$ cat src/temp_window_pkg.sv
// Purpose: constants, register map and state types of the temperature
//          window alert block.
// Assumes: AXI4-Lite register access, 32-bit data, one word per register.
// Notes:   threshold code is 7-bit two's complement, 2 degC per step.
`default_nettype none

package temp_window_pkg;

  localparam int ADDR_W = 8;

  // register byte offsets
  localparam logic [ADDR_W-1:0] OFF_COMMAND    = 8'h00;
  localparam logic [ADDR_W-1:0] OFF_STATUS     = 8'h04;
  localparam logic [ADDR_W-1:0] OFF_IRQ_STATUS = 8'h08;
  localparam logic [ADDR_W-1:0] OFF_IRQ_CLEAR  = 8'h0C;
  localparam logic [ADDR_W-1:0] OFF_IRQ_ENABLE = 8'h10;

  // command byte layout
  localparam int CMD_MASK_BIT = 7;
  localparam int THR_W        = 7;

  // temperature scale
  localparam int THR_STEP_DEG = 2;
  localparam int TRIP_RST_DEG = 100;
  localparam int WINDOW_DEG   = 8;
  localparam logic [THR_W-1:0] THR_RST = 7'(TRIP_RST_DEG / THR_STEP_DEG);

  // status byte positions
  localparam int STS_OVER_BIT  = 7;
  localparam int STS_UNDER_BIT = 6;

  // interrupt event bits
  localparam int IRQ_W         = 3;
  localparam int IRQ_OVER_BIT  = 0;
  localparam int IRQ_UNDER_BIT = 1;
  localparam int IRQ_ALERT_BIT = 2;

  localparam logic [1:0] RESP_OKAY   = 2'h0;
  localparam logic [1:0] RESP_SLVERR = 2'h2;

  typedef struct packed {
    logic [7:0]        temp_s1;
    logic [7:0]        temp_s2;
    logic [7:0]        temp_s3;
    logic [7:0]        temp_ok;
    logic [THR_W-1:0]  thr;
    logic              mask;
    logic              over;
    logic              under;
    logic              latch;
    logic              alert_n;
    logic [IRQ_W-1:0]  irq_sts;
    logic [IRQ_W-1:0]  irq_en;
    logic              irq;
    logic              aw_got;
    logic              w_got;
    logic [ADDR_W-1:0] awaddr;
    logic [31:0]       wdata;
    logic [3:0]        wstrb;
    logic              bvalid;
    logic [1:0]        bresp;
    logic              rvalid;
    logic [1:0]        rresp;
    logic [31:0]       rdata;
  } state_type;

  localparam state_type STATE_RST = '{
    thr:     THR_RST,
    mask:    1'b1,
    alert_n: 1'b1,
    default: '0
  };

endpackage

`default_nettype wire

$ cat src/temp_window_alert.sv
// Purpose: threshold compare, window edge, alert latch and status flags of a
//          temperature monitor, reached over AXI4-Lite.
// Assumes: temp_i is a slow signed degC code from another domain.
// Notes:   command register takes the threshold/mask byte in lane 0; status
//          register read clears flags and latch.
//
// Decided for this implementation: the address map and the AXI4-Lite interface to the registers.
`default_nettype none

module temp_window_alert (
  input  wire logic        core_clk_i,
  input  wire logic        resetn_i,
  input  wire logic [7:0]  temp_i,
  output logic             alert_n_o,
  output logic             irq_o,
  input  wire logic [7:0]  s_axi_awaddr,
  input  wire logic        s_axi_awvalid,
  output logic             s_axi_awready,
  input  wire logic [31:0] s_axi_wdata,
  input  wire logic [3:0]  s_axi_wstrb,
  input  wire logic        s_axi_wvalid,
  output logic             s_axi_wready,
  output logic [1:0]       s_axi_bresp,
  output logic             s_axi_bvalid,
  input  wire logic        s_axi_bready,
  input  wire logic [7:0]  s_axi_araddr,
  input  wire logic        s_axi_arvalid,
  output logic             s_axi_arready,
  output logic [31:0]      s_axi_rdata,
  output logic [1:0]       s_axi_rresp,
  output logic             s_axi_rvalid,
  input  wire logic        s_axi_rready
);

  temp_window_pkg::state_type st_q;
  temp_window_pkg::state_type st_d;

  logic                    aw_hs;
  logic                    w_hs;
  logic                    ar_hs;
  logic                    commit;
  logic [7:0]              wr_addr;
  logic [31:0]             wr_data;
  logic [3:0]              wr_strb;
  logic                    cmd_wr;
  logic                    stat_rd;
  logic                    clr;
  logic [6:0]              thr_eff;
  logic                    mask_eff;
  logic signed [8:0]       temp_x;
  logic signed [8:0]       thr_x;
  logic signed [8:0]       edge_x;
  logic                    over_cond;
  logic                    under_cond;
  logic [7:0]              status_byte;
  logic [2:0]              irq_ev;

  function automatic logic hit(input logic [7:0] a, input logic [7:0] off);
    hit = (a[7:2] == off[7:2]);
  endfunction

  assign s_axi_awready = !st_q.aw_got && !st_q.bvalid;
  assign s_axi_wready  = !st_q.w_got && !st_q.bvalid;
  assign s_axi_arready = !st_q.rvalid;
  assign s_axi_bvalid  = st_q.bvalid;
  assign s_axi_bresp   = st_q.bresp;
  assign s_axi_rvalid  = st_q.rvalid;
  assign s_axi_rresp   = st_q.rresp;
  assign s_axi_rdata   = st_q.rdata;
  assign alert_n_o     = st_q.alert_n;
  assign irq_o         = st_q.irq;

  assign aw_hs  = s_axi_awvalid && s_axi_awready;
  assign w_hs   = s_axi_wvalid && s_axi_wready;
  assign ar_hs  = s_axi_arvalid && s_axi_arready;
  // address and data may arrive in either order; act when both are held
  assign commit = (st_q.aw_got || aw_hs) && (st_q.w_got || w_hs);
  assign wr_addr = st_q.aw_got ? st_q.awaddr : s_axi_awaddr;
  assign wr_data = st_q.w_got ? st_q.wdata : s_axi_wdata;
  assign wr_strb = st_q.w_got ? st_q.wstrb : s_axi_wstrb;

  assign cmd_wr  = commit && wr_strb[0]
                   && hit(wr_addr, temp_window_pkg::OFF_COMMAND);
  assign stat_rd = ar_hs && hit(s_axi_araddr, temp_window_pkg::OFF_STATUS);
  assign clr     = cmd_wr || stat_rd;

  // a new threshold is compared from the write cycle on, so the old one
  // cannot re-latch the alert the host has just released
  assign thr_eff  = cmd_wr ? wr_data[6:0] : st_q.thr;
  assign mask_eff = cmd_wr ? wr_data[temp_window_pkg::CMD_MASK_BIT]
                           : st_q.mask;

  assign temp_x = $signed({st_q.temp_ok[7], st_q.temp_ok});
  assign thr_x  = $signed({thr_eff[6], thr_eff, 1'b0});
  assign edge_x = thr_x - $signed(9'(temp_window_pkg::WINDOW_DEG));

  assign over_cond  = temp_x > thr_x;
  assign under_cond = !mask_eff && (temp_x < edge_x);

  always_comb begin
    status_byte = 8'h00;
    status_byte[temp_window_pkg::STS_OVER_BIT]  = st_q.over;
    status_byte[temp_window_pkg::STS_UNDER_BIT] = st_q.under;
  end

  always_comb begin
    irq_ev = '0;
    irq_ev[temp_window_pkg::IRQ_OVER_BIT]  = over_cond && !st_q.over;
    irq_ev[temp_window_pkg::IRQ_UNDER_BIT] = under_cond && !st_q.under;
    irq_ev[temp_window_pkg::IRQ_ALERT_BIT] = (over_cond || under_cond)
                                             && !st_q.latch;
  end

  always_comb begin
    st_d = st_q;
    st_d.temp_s1 = temp_i;
    st_d.temp_s2 = st_q.temp_s1;
    // the code is a multi-bit word from another domain: take it only once
    // two settled samples agree, so a half-changed code never trips a flag
    st_d.temp_s3 = st_q.temp_s2;
    if (st_q.temp_s2 == st_q.temp_s3) begin
      st_d.temp_ok = st_q.temp_s2;
    end

    // write channel
    if (st_q.bvalid && s_axi_bready) begin
      st_d.bvalid = 1'b0;
    end
    if (commit) begin
      st_d.aw_got = 1'b0;
      st_d.w_got  = 1'b0;
      st_d.bvalid = 1'b1;
      st_d.bresp  = temp_window_pkg::RESP_OKAY;
      if (hit(wr_addr, temp_window_pkg::OFF_COMMAND)) begin
        if (wr_strb[0]) begin
          st_d.thr  = thr_eff;
          st_d.mask = mask_eff;
        end
      end else if (hit(wr_addr, temp_window_pkg::OFF_IRQ_CLEAR)) begin
        if (wr_strb[0]) begin
          st_d.irq_sts = st_q.irq_sts & ~wr_data[2:0];
        end
      end else if (hit(wr_addr, temp_window_pkg::OFF_IRQ_ENABLE)) begin
        if (wr_strb[0]) begin
          st_d.irq_en = wr_data[2:0];
        end
      end else if (!hit(wr_addr, temp_window_pkg::OFF_STATUS)
                   && !hit(wr_addr, temp_window_pkg::OFF_IRQ_STATUS)) begin
        st_d.bresp = temp_window_pkg::RESP_SLVERR;
      end
    end else begin
      if (aw_hs) begin
        st_d.aw_got = 1'b1;
        st_d.awaddr = s_axi_awaddr;
      end
      if (w_hs) begin
        st_d.w_got = 1'b1;
        st_d.wdata = s_axi_wdata;
        st_d.wstrb = s_axi_wstrb;
      end
    end

    // read channel
    if (st_q.rvalid && s_axi_rready) begin
      st_d.rvalid = 1'b0;
    end
    if (ar_hs) begin
      st_d.rvalid = 1'b1;
      st_d.rresp  = temp_window_pkg::RESP_OKAY;
      st_d.rdata  = 32'h0000_0000;
      if (hit(s_axi_araddr, temp_window_pkg::OFF_COMMAND)) begin
        st_d.rdata[7:0] = {st_q.mask, st_q.thr};
      end else if (hit(s_axi_araddr, temp_window_pkg::OFF_STATUS)) begin
        st_d.rdata[7:0] = status_byte;
      end else if (hit(s_axi_araddr, temp_window_pkg::OFF_IRQ_STATUS)) begin
        st_d.rdata[2:0] = st_q.irq_sts;
      end else if (hit(s_axi_araddr, temp_window_pkg::OFF_IRQ_ENABLE)) begin
        st_d.rdata[2:0] = st_q.irq_en;
      end else if (!hit(s_axi_araddr, temp_window_pkg::OFF_IRQ_CLEAR)) begin
        st_d.rresp = temp_window_pkg::RESP_SLVERR;
      end
    end

    // flags and latch: a present condition wins over a clear
    st_d.over  = (st_q.over && !clr) || over_cond;
    st_d.under = (st_q.under && !clr) || under_cond;
    st_d.latch = (st_q.latch && !clr) || over_cond || under_cond;
    st_d.alert_n = !st_d.latch;

    // an event in the clearing cycle survives the write-1-clear
    st_d.irq_sts = st_d.irq_sts | irq_ev;
    st_d.irq     = |(st_d.irq_sts & st_d.irq_en);
  end

  always_ff @(posedge core_clk_i) begin
    if (!resetn_i) begin
      st_q <= temp_window_pkg::STATE_RST;
    end else begin
      st_q <= st_d;
    end
  end
endmodule

`default_nettype wire

$ cat config.mk
export PLATFORM = sky130hd
export DESIGN_NAME = temp_window_alert
export DESIGN_NICKNAME = d
export VERILOG_FILES = /design/src/temp_window_pkg.sv /design/src/temp_window_alert.sv
export SDC_FILE = /design/constraint.sdc
export NUM_CORES = 1
export LEC_CHECK = 0
export BUFFER_PORTS_ARGS = -buffer_cell sky130_fd_sc_hd__buf_4
export CORE_ASPECT_RATIO = 0.7
export CORE_MARGIN = 1.5
export CORE_UTILIZATION = 42
export CTS_BUF_LIST = sky130_fd_sc_hd__clkbuf_8
export DETAILED_ROUTE_END_ITERATION = 7
export PLACE_DENSITY = 0.65
export REMOVE_ABC_BUFFERS = 1
export SLEW_MARGIN = 20
export SYNTH_ARGS = -nofsm -noshare
export SYNTH_HDL_FRONTEND = slang
export SYNTH_SLANG_ARGS = --single-unit
$ cat constraint.sdc
create_clock -name core_clk_i -period 4.4 [get_ports core_clk_i]
set_input_delay 0.22 -clock core_clk_i [delete_from_list [all_inputs] [get_ports core_clk_i]]
set_output_delay 0.22 -clock core_clk_i [all_outputs]
set_load 0.03 [all_outputs]
==> results.ini, run 1 <==
[outcome]
status = completed

[global_routing]
grt_pass1_wl_um = 12900
grt_pass1_vias = 2709
grt_use_total_pct = 16.5
antenna_found_initial = 0
grt_max_degree = 46
grt-ovfl-total = 0

[clock_tree]
insertion_delay_ns = 0.36
htreeDepth = 3
cts_repair_resize_count = 0
cts_sinks = 80
cts_root_buf = clkbuf_8
cts_setup_buffers = 0
cts_buffer_depth = 2
cts.hold.buffers_added = 0
cts_tree = yes
cts_buffers = 9
clk_pin_slew_ns = 0.08

[worst_setup_path]
crit_arrival_ns = 4.28
r2r_start = st_q[83]
start_kind = flip-flop
cpLargestDelayFamily = simple AND/OR/NAND/NOR gates
setup.worst_path.end_class = flip-flop
crit_path_frequent_cell = nand2_1
critPathBufInv = 2
slowest_delay_ns = 0.56
crit_path_cell_trace = buf_4 > o41ai_2 > nand2_4 > mux2i_4 > nand3_1 > nor2_1 > nor2b_1 > ha_1 > inv_1 > or4_1 > o21ai_0 > nand2_1 > nand2_1 > nor3_1 > a211oi_1
path_depth = 15
rrSetupSlack_ns = 0.39
r2r_end = st_q[90]
worstPathRequired_ns = 4.67
crit_type = reg -> reg
critPathCapture = st_q[90]
crit_fanout = 14
crit_path_top_delay_cell = o41ai_2
startpoint = st_q[83]
ff2ff_path_depth = 15

[floorplanning]
die_h_um = 83.6
start_util_pct = 43.1
core_area_um2 = 9030
num_rows = 29
die_w_um = 118
io_pins = 110
die_area_um2 = 9880

[drt]
drc_errors = 0
vias = 2882
first_pass_iters = 4
drt-total-wl_um = 7550
drtIter0Drc = 125
ant_nets = 0
vias_per_cell = 4.92
wl_per_cell_um = 12.9

[power]
p_per_area_nw_per_um2 = 356
ir_drop_v = 0.000229
leakagePower_nw = 2.03

[run]
drv_cap = 0

[sta]
fmax_mhz = 249
tightestPinTransition_ns = 0.800
finalSetupTns_ns = 0
clock_skew_ns = 0.0113
max-slew-margin-rel_pct = 46.6
slew_violations = 0
finalCritPeriodShare_pct = 91.1
setup_violations = 0
min_period_ns = 4.01
rsz0062_at_grt = no
finalHoldViolCount = 0

[yosys]
ys_seq_area_share_pct = 41.1
mappedNetlistArea_um2 = 3900
synth_compound_area_share_pct = 14.3
synth_area_leader_cell = dfxtp_1
synth_top_family_by_area = simple AND/OR/NAND/NOR gates
synth_cell_types = 65
yosys.area_share.simple_pct = 17.8
synth_area_leaders = dfxtp_1, mux2i_1, buf_4, nor2_1, and2_1
synthAdderAreaFrac_pct = 3.50
synth_top_area_share_pct = 41.1
synth.ff_latch_count = 80
ys_async_sr_fraction_pct = 0
synth_edf_count = 0
yosys.area_share.xor_xnor_pct = 2.70
ys.flop_type = dfxtp_1
synth_mux_area_share_pct = 10.9
yosysWarnings = 0
avgSynthCellArea_um2 = 9.39
synth_cells = 415

[place]
place_congestion = 0.856
portBuffers = 52
dpl.hpwl_um = 5620
dpl_cell_area_um2 = 4230

[cells_and_area]
layout_common_cells = dfxtp_1, buf_4, nor2_1
syn2layout_area_growth_pct = 13.9
drive_above_1_share_pct = 21.0
fin_area_um2 = 4440
largest_reg_flops = 50
final_common_cell = dfxtp_1
largest_register = st_q
final_nets = 534
antenna_cells = 0

[worst_hold_path]
min_from = s_axi_rready
hp-class = in -> reg

==> worst min path at each step <==
stage	endpoint	slack, ns	cells after the start
after floorplan	st_q[100]	0.28	1
after global placement	s_axi_rvalid	0.41	2
after detailed placement	s_axi_rvalid	0.41	2
after CTS	s_axi_rvalid	0.02	2
after global routing	s_axi_rvalid	0.02	2
final	s_axi_rvalid	0.04	2
==> metal layers <==
metal	share of wire, %	vias up	global-route usage [%]
met5	0	-	0
met4	1.5	0	5.65
met3	4.8	8	5.81
met2	43	59	24.7
met1	50	1347	22.0
li1	-	1468	-
==> where the power goes <==
| part | total [W] | internal (W) | switching, W |
|---|---|---|---|
| logic | 0.000232 | 0.0000942 | 0.000138 |
| clock network | 0.000575 | 0.000315 | 0.000260 |
| registers | 0.000773 | 0.000751 | 0.0000219 |
==> layout make-up <==
| type | instances | area (um2) |
|---|---|---|
| Sequential cell | 80 | 1600 |
| Clock inverter | 7 | 88.8 |
| Tap cell | 124 | 155 |
| Fill cell | 893 | 4590 |
| Timing Repair Buffer | 56 | 420 |
| Multi-Input combinational cell | 300 | 2010 |
| Inverter | 10 | 37.5 |
| Clock buffer | 9 | 124 |
==> cells in the mapped netlist (2+ instances only) <==
| cell type | count |
|---|---|
| nand3b_1 | 3 |
| xor2_1 | 9 |
| clkbuf_1 | 11 |
| nand3_1 | 4 |
| mux2i_1 | 33 |
| nand4_1 | 2 |
| a211oi_1 | 5 |
| buf_6 | 2 |
| nand2_1 | 21 |
| xnor2_1 | 3 |
| dfxtp_1 | 80 |
| a21o_1 | 2 |
| and2_1 | 25 |
| o31ai_1 | 3 |
| nor3_1 | 4 |
| mux2_2 | 5 |
| or2_2 | 2 |
| o21ai_1 | 2 |
| o21ai_0 | 12 |
| or4_1 | 2 |
| a22oi_1 | 8 |
| or2_1 | 2 |
| nor4b_2 | 2 |
| a21boi_0 | 3 |
| o2111ai_1 | 2 |
| nor4_1 | 4 |
| nor2_1 | 54 |
| o21a_1 | 4 |
| inv_1 | 9 |
| a21oi_1 | 15 |
| nor2b_1 | 3 |
| buf_4 | 36 |
| a31oi_1 | 2 |
| ha_1 | 10 |
==> through the flow <==
step | worst slack [ns] | instances | util, % | hold WS, ns | total power, W
global placement | 0.470 | 570 | 46.8 | 0.405 | 0.00102
detailed placement | 0.462 | 570 | 46.8 | 0.413 | 0.00102
CTS | 0.435 | 586 | 49.1 | 0.0228 | 0.00160
finish | 0.390 | 586 | 49.1 | 0.0375 | 0.00158
global route | 0.113 | 586 | 49.1 | 0.0151 | 0.00165
floorplan | 0.815 | 390 | - | 0.282 | 0.000943
==> cell families (layout without fill, tap and decap cells) <==
| group | count (synthesis) | in the layout |
|---|---|---|
| xor gates and xnor gates | 12 | 12 |
| adders and majority gates | 11 | 11 |
| AOI/OAI and AO/OA | 76 | 76 |
| and+or+nand+nor | 135 | 135 |
| DFF | 80 | 80 |
| other | 1 | 26 |
| muxes | 40 | 40 |
| buffers and inverters | 60 | 82 |
(Power assumes the default switching activity.)
==> inputs of run 2 (changes only) <==
--- a/config.mk
+++ b/config.mk
@@ -5,13 +5,13 @@
 export SDC_FILE = /design/constraint.sdc
 export NUM_CORES = 1
 export LEC_CHECK = 0
-export BUFFER_PORTS_ARGS = -buffer_cell sky130_fd_sc_hd__buf_4
-export CORE_ASPECT_RATIO = 0.7
+export CORE_ASPECT_RATIO = 1.1
 export CORE_MARGIN = 1.5
 export CORE_UTILIZATION = 42
 export CTS_BUF_LIST = sky130_fd_sc_hd__clkbuf_8
 export DETAILED_ROUTE_END_ITERATION = 7
-export PLACE_DENSITY = 0.65
+export DONT_BUFFER_PORTS = 1
+export PLACE_DENSITY = 0.54
 export REMOVE_ABC_BUFFERS = 1
 export SLEW_MARGIN = 20
 export SYNTH_ARGS = -nofsm -noshare
==> constraint.sdc (replaced) <==
create_clock -name core_clk_i -period 3.9 [get_ports core_clk_i]
set_input_delay 0.195 -clock core_clk_i [delete_from_list [all_inputs] [get_ports core_clk_i]]
set_output_delay 0.195 -clock core_clk_i [all_outputs]
set_load 0.03 [all_outputs]
==> run 2 against run 1 <==
Largest cell class unchanged. Via count fell by 0.28%. Sequential share of layout area about the same. Highest routed layer unchanged. Utilization is 0.68 points higher. Worst setup slack lost 0.21 ns. Critical endpoint is now irq_o. Critical path depth is the same. Wire length increased by 7.9%. Maximum frequency is 7.9% higher. Sequential cell count unchanged. Worst hold slack improved by 0.0020 ns.
==> results.ini, run 2 (synthesis gave the netlist of run 1 again) <==
[sta]
slew_violations = 0
clock_skew_ns = 0.0150
tightestPinTransition_ns = 0.822
fmax_mhz = 269
max-slew-margin-rel_pct = 45.1
finalSetupTns_ns = 0
rsz0062_at_grt = no
finalHoldViolCount = 0
finalCritPeriodShare_pct = 95.3
setup_violations = 0
min_period_ns = 3.72

[worst_hold_path]
hp-class = in -> reg

[drt]
first_pass_iters = 4
vias = 2874
vias_per_cell = 5.08
ant_nets = 0
wl_per_cell_um = 14.4
drt-total-wl_um = 8150
drtIter0Drc = 82
drc_errors = 0

[place]
portBuffers = 0
place_congestion = 0.800
dp.cells = 522
dpl.hpwl_um = 5670

[power]
leakagePower_nw = 1.97
p_per_area_nw_per_um2 = 410
ir_drop_v = 0.000249

[floorplanning]
io_pins = 110
die_area_um2 = 9870
num_rows = 36
die_h_um = 104
start_util_pct = 43.7
die_w_um = 94.9
core_area_um2 = 8920

[worst_setup_path]
start_kind = flip-flop
slowest_delay_ns = 0.42
crit_fanout = 14
setup.worst_path.end_class = flip-flop
crit_type = reg -> reg
crit_arrival_ns = 3.96
crit_path_cell_trace = buf_4 > o22a_1 > o2111a_4 > nand2_4 > buf_4 > a21oi_1 > ha_1 > nor2b_1 > o21ba_2 > a311oi_1 > a21oi_1 > maj3_2 > o22a_4 > nor4b_2 > o21ai_1
crit_path_top_delay_cell = dfxtp_1
worstPathRequired_ns = 4.15

[clock_tree]
cts_buffer_depth = 2
cts_setup_buffers = 0
cts_root_buf = clkbuf_8
clk_pin_slew_ns = 0.09
cts_buffers = 9
insertion_delay_ns = 0.37
cts_sinks = 80
cts_tree = yes
htreeDepth = 3

[cells_and_area]
drive_above_1_share_pct = 14.2
syn2layout_area_growth_pct = 14.0
layout_common_cells = dfxtp_1, nor2_1, mux2i_1
antenna_cells = 0
largest_register = st_q
layoutNonFillerInstCount = 566
final_nets = 524
final_common_cell = dfxtp_1
largest_reg_flops = 50

[global_routing]
grt_use_total_pct = 17.7
grt-ovfl-total = 0
grt_max_degree = 46
antenna_found_initial = 0
grt_pass1_vias = 2744
grt_pass1_wl_um = 13300

[outcome]
status = completed

[run]
drv_cap = 0

run 2: changes by cell type in the layout (fill, tap and decap cells not counted), sizes merged:
cell | previous run | this run
buf | 56 | 19
clkinvlp | 1 | 0
inv | 12 | 13
dlygate4sd3 | 0 | 27
run 2: area by class of cell:
class	count	area (um2)
clock buffers	9	124
well taps	114	143
multi-input cells	300	2020
inverters	10	37.5
fillers	865	4470
repair buffers	46	410
clock inverters	7	103
flip-flops and latches	80	1600
run 2: power by group:
group / internal [W] / total (W) / leakage (nW) / switching [W]
combinational: 0.000103 / 0.000247 / 1.20 / 0.000144
clock: 0.000369 / 0.000699 / 0.116 / 0.000329
sequential: 0.000847 / 0.000877 / 0.652 / 0.0000299
total: 0.00132 / 0.00182 / 1.97 / 0.000503
run 2: worst paths after layout:
kind	cells after the start	from	endpoint	slack, ns
max	15	st_q[83]	irq_o	0.18
min	2	s_axi_bready	s_axi_bvalid	0.04
max reg2reg	15	st_q[83]	irq_o	0.18
min reg2reg	1	st_d[126]	st_d[118]	0.44
run 2: stage by stage:
step | area (um2) | power (W) | util, % | hold slack (ns) | worst slack (ns)
global route | 4440 | 0.00191 | 49.8 | 0.0332 | 0.0203
CTS | 4440 | 0.00184 | 49.7 | 0.0260 | 0.121
floorplan | 3650 | 0.00106 | - | 0.257 | 0.315
finish | 4440 | 0.00182 | 49.8 | 0.0396 | 0.183
global placement | 3930 | 0.00111 | 44.1 | 0.264 | 0.194
detailed placement | 3930 | 0.00111 | 44.1 | 0.265 | 0.151
run 2: what timing repair did:
action                                  CTS  global route
hold buffers                             28             0
gates resized for setup                   0             3
endpoints found under the hold margin    50             0
endpoints found under the setup margin    0             2
run 2: layer usage:
metal	vias to the layer above	GRT usage, %	part of all wire, %
met5	-	0	0
met4	0	7.25	1.7
met3	11	4.39	4.9
met2	65	29.8	50
met1	1354	21.0	44
li1	1444	-	-
run 2: worst max-delay path, delay by kind of cell (launching register included):
family	cells	cell delay (ns)
flops	1	0.42
simple gates	3	0.50
fa+ha+maj	2	0.64
buf+inv	2	0.41
compound gates	8	1.62
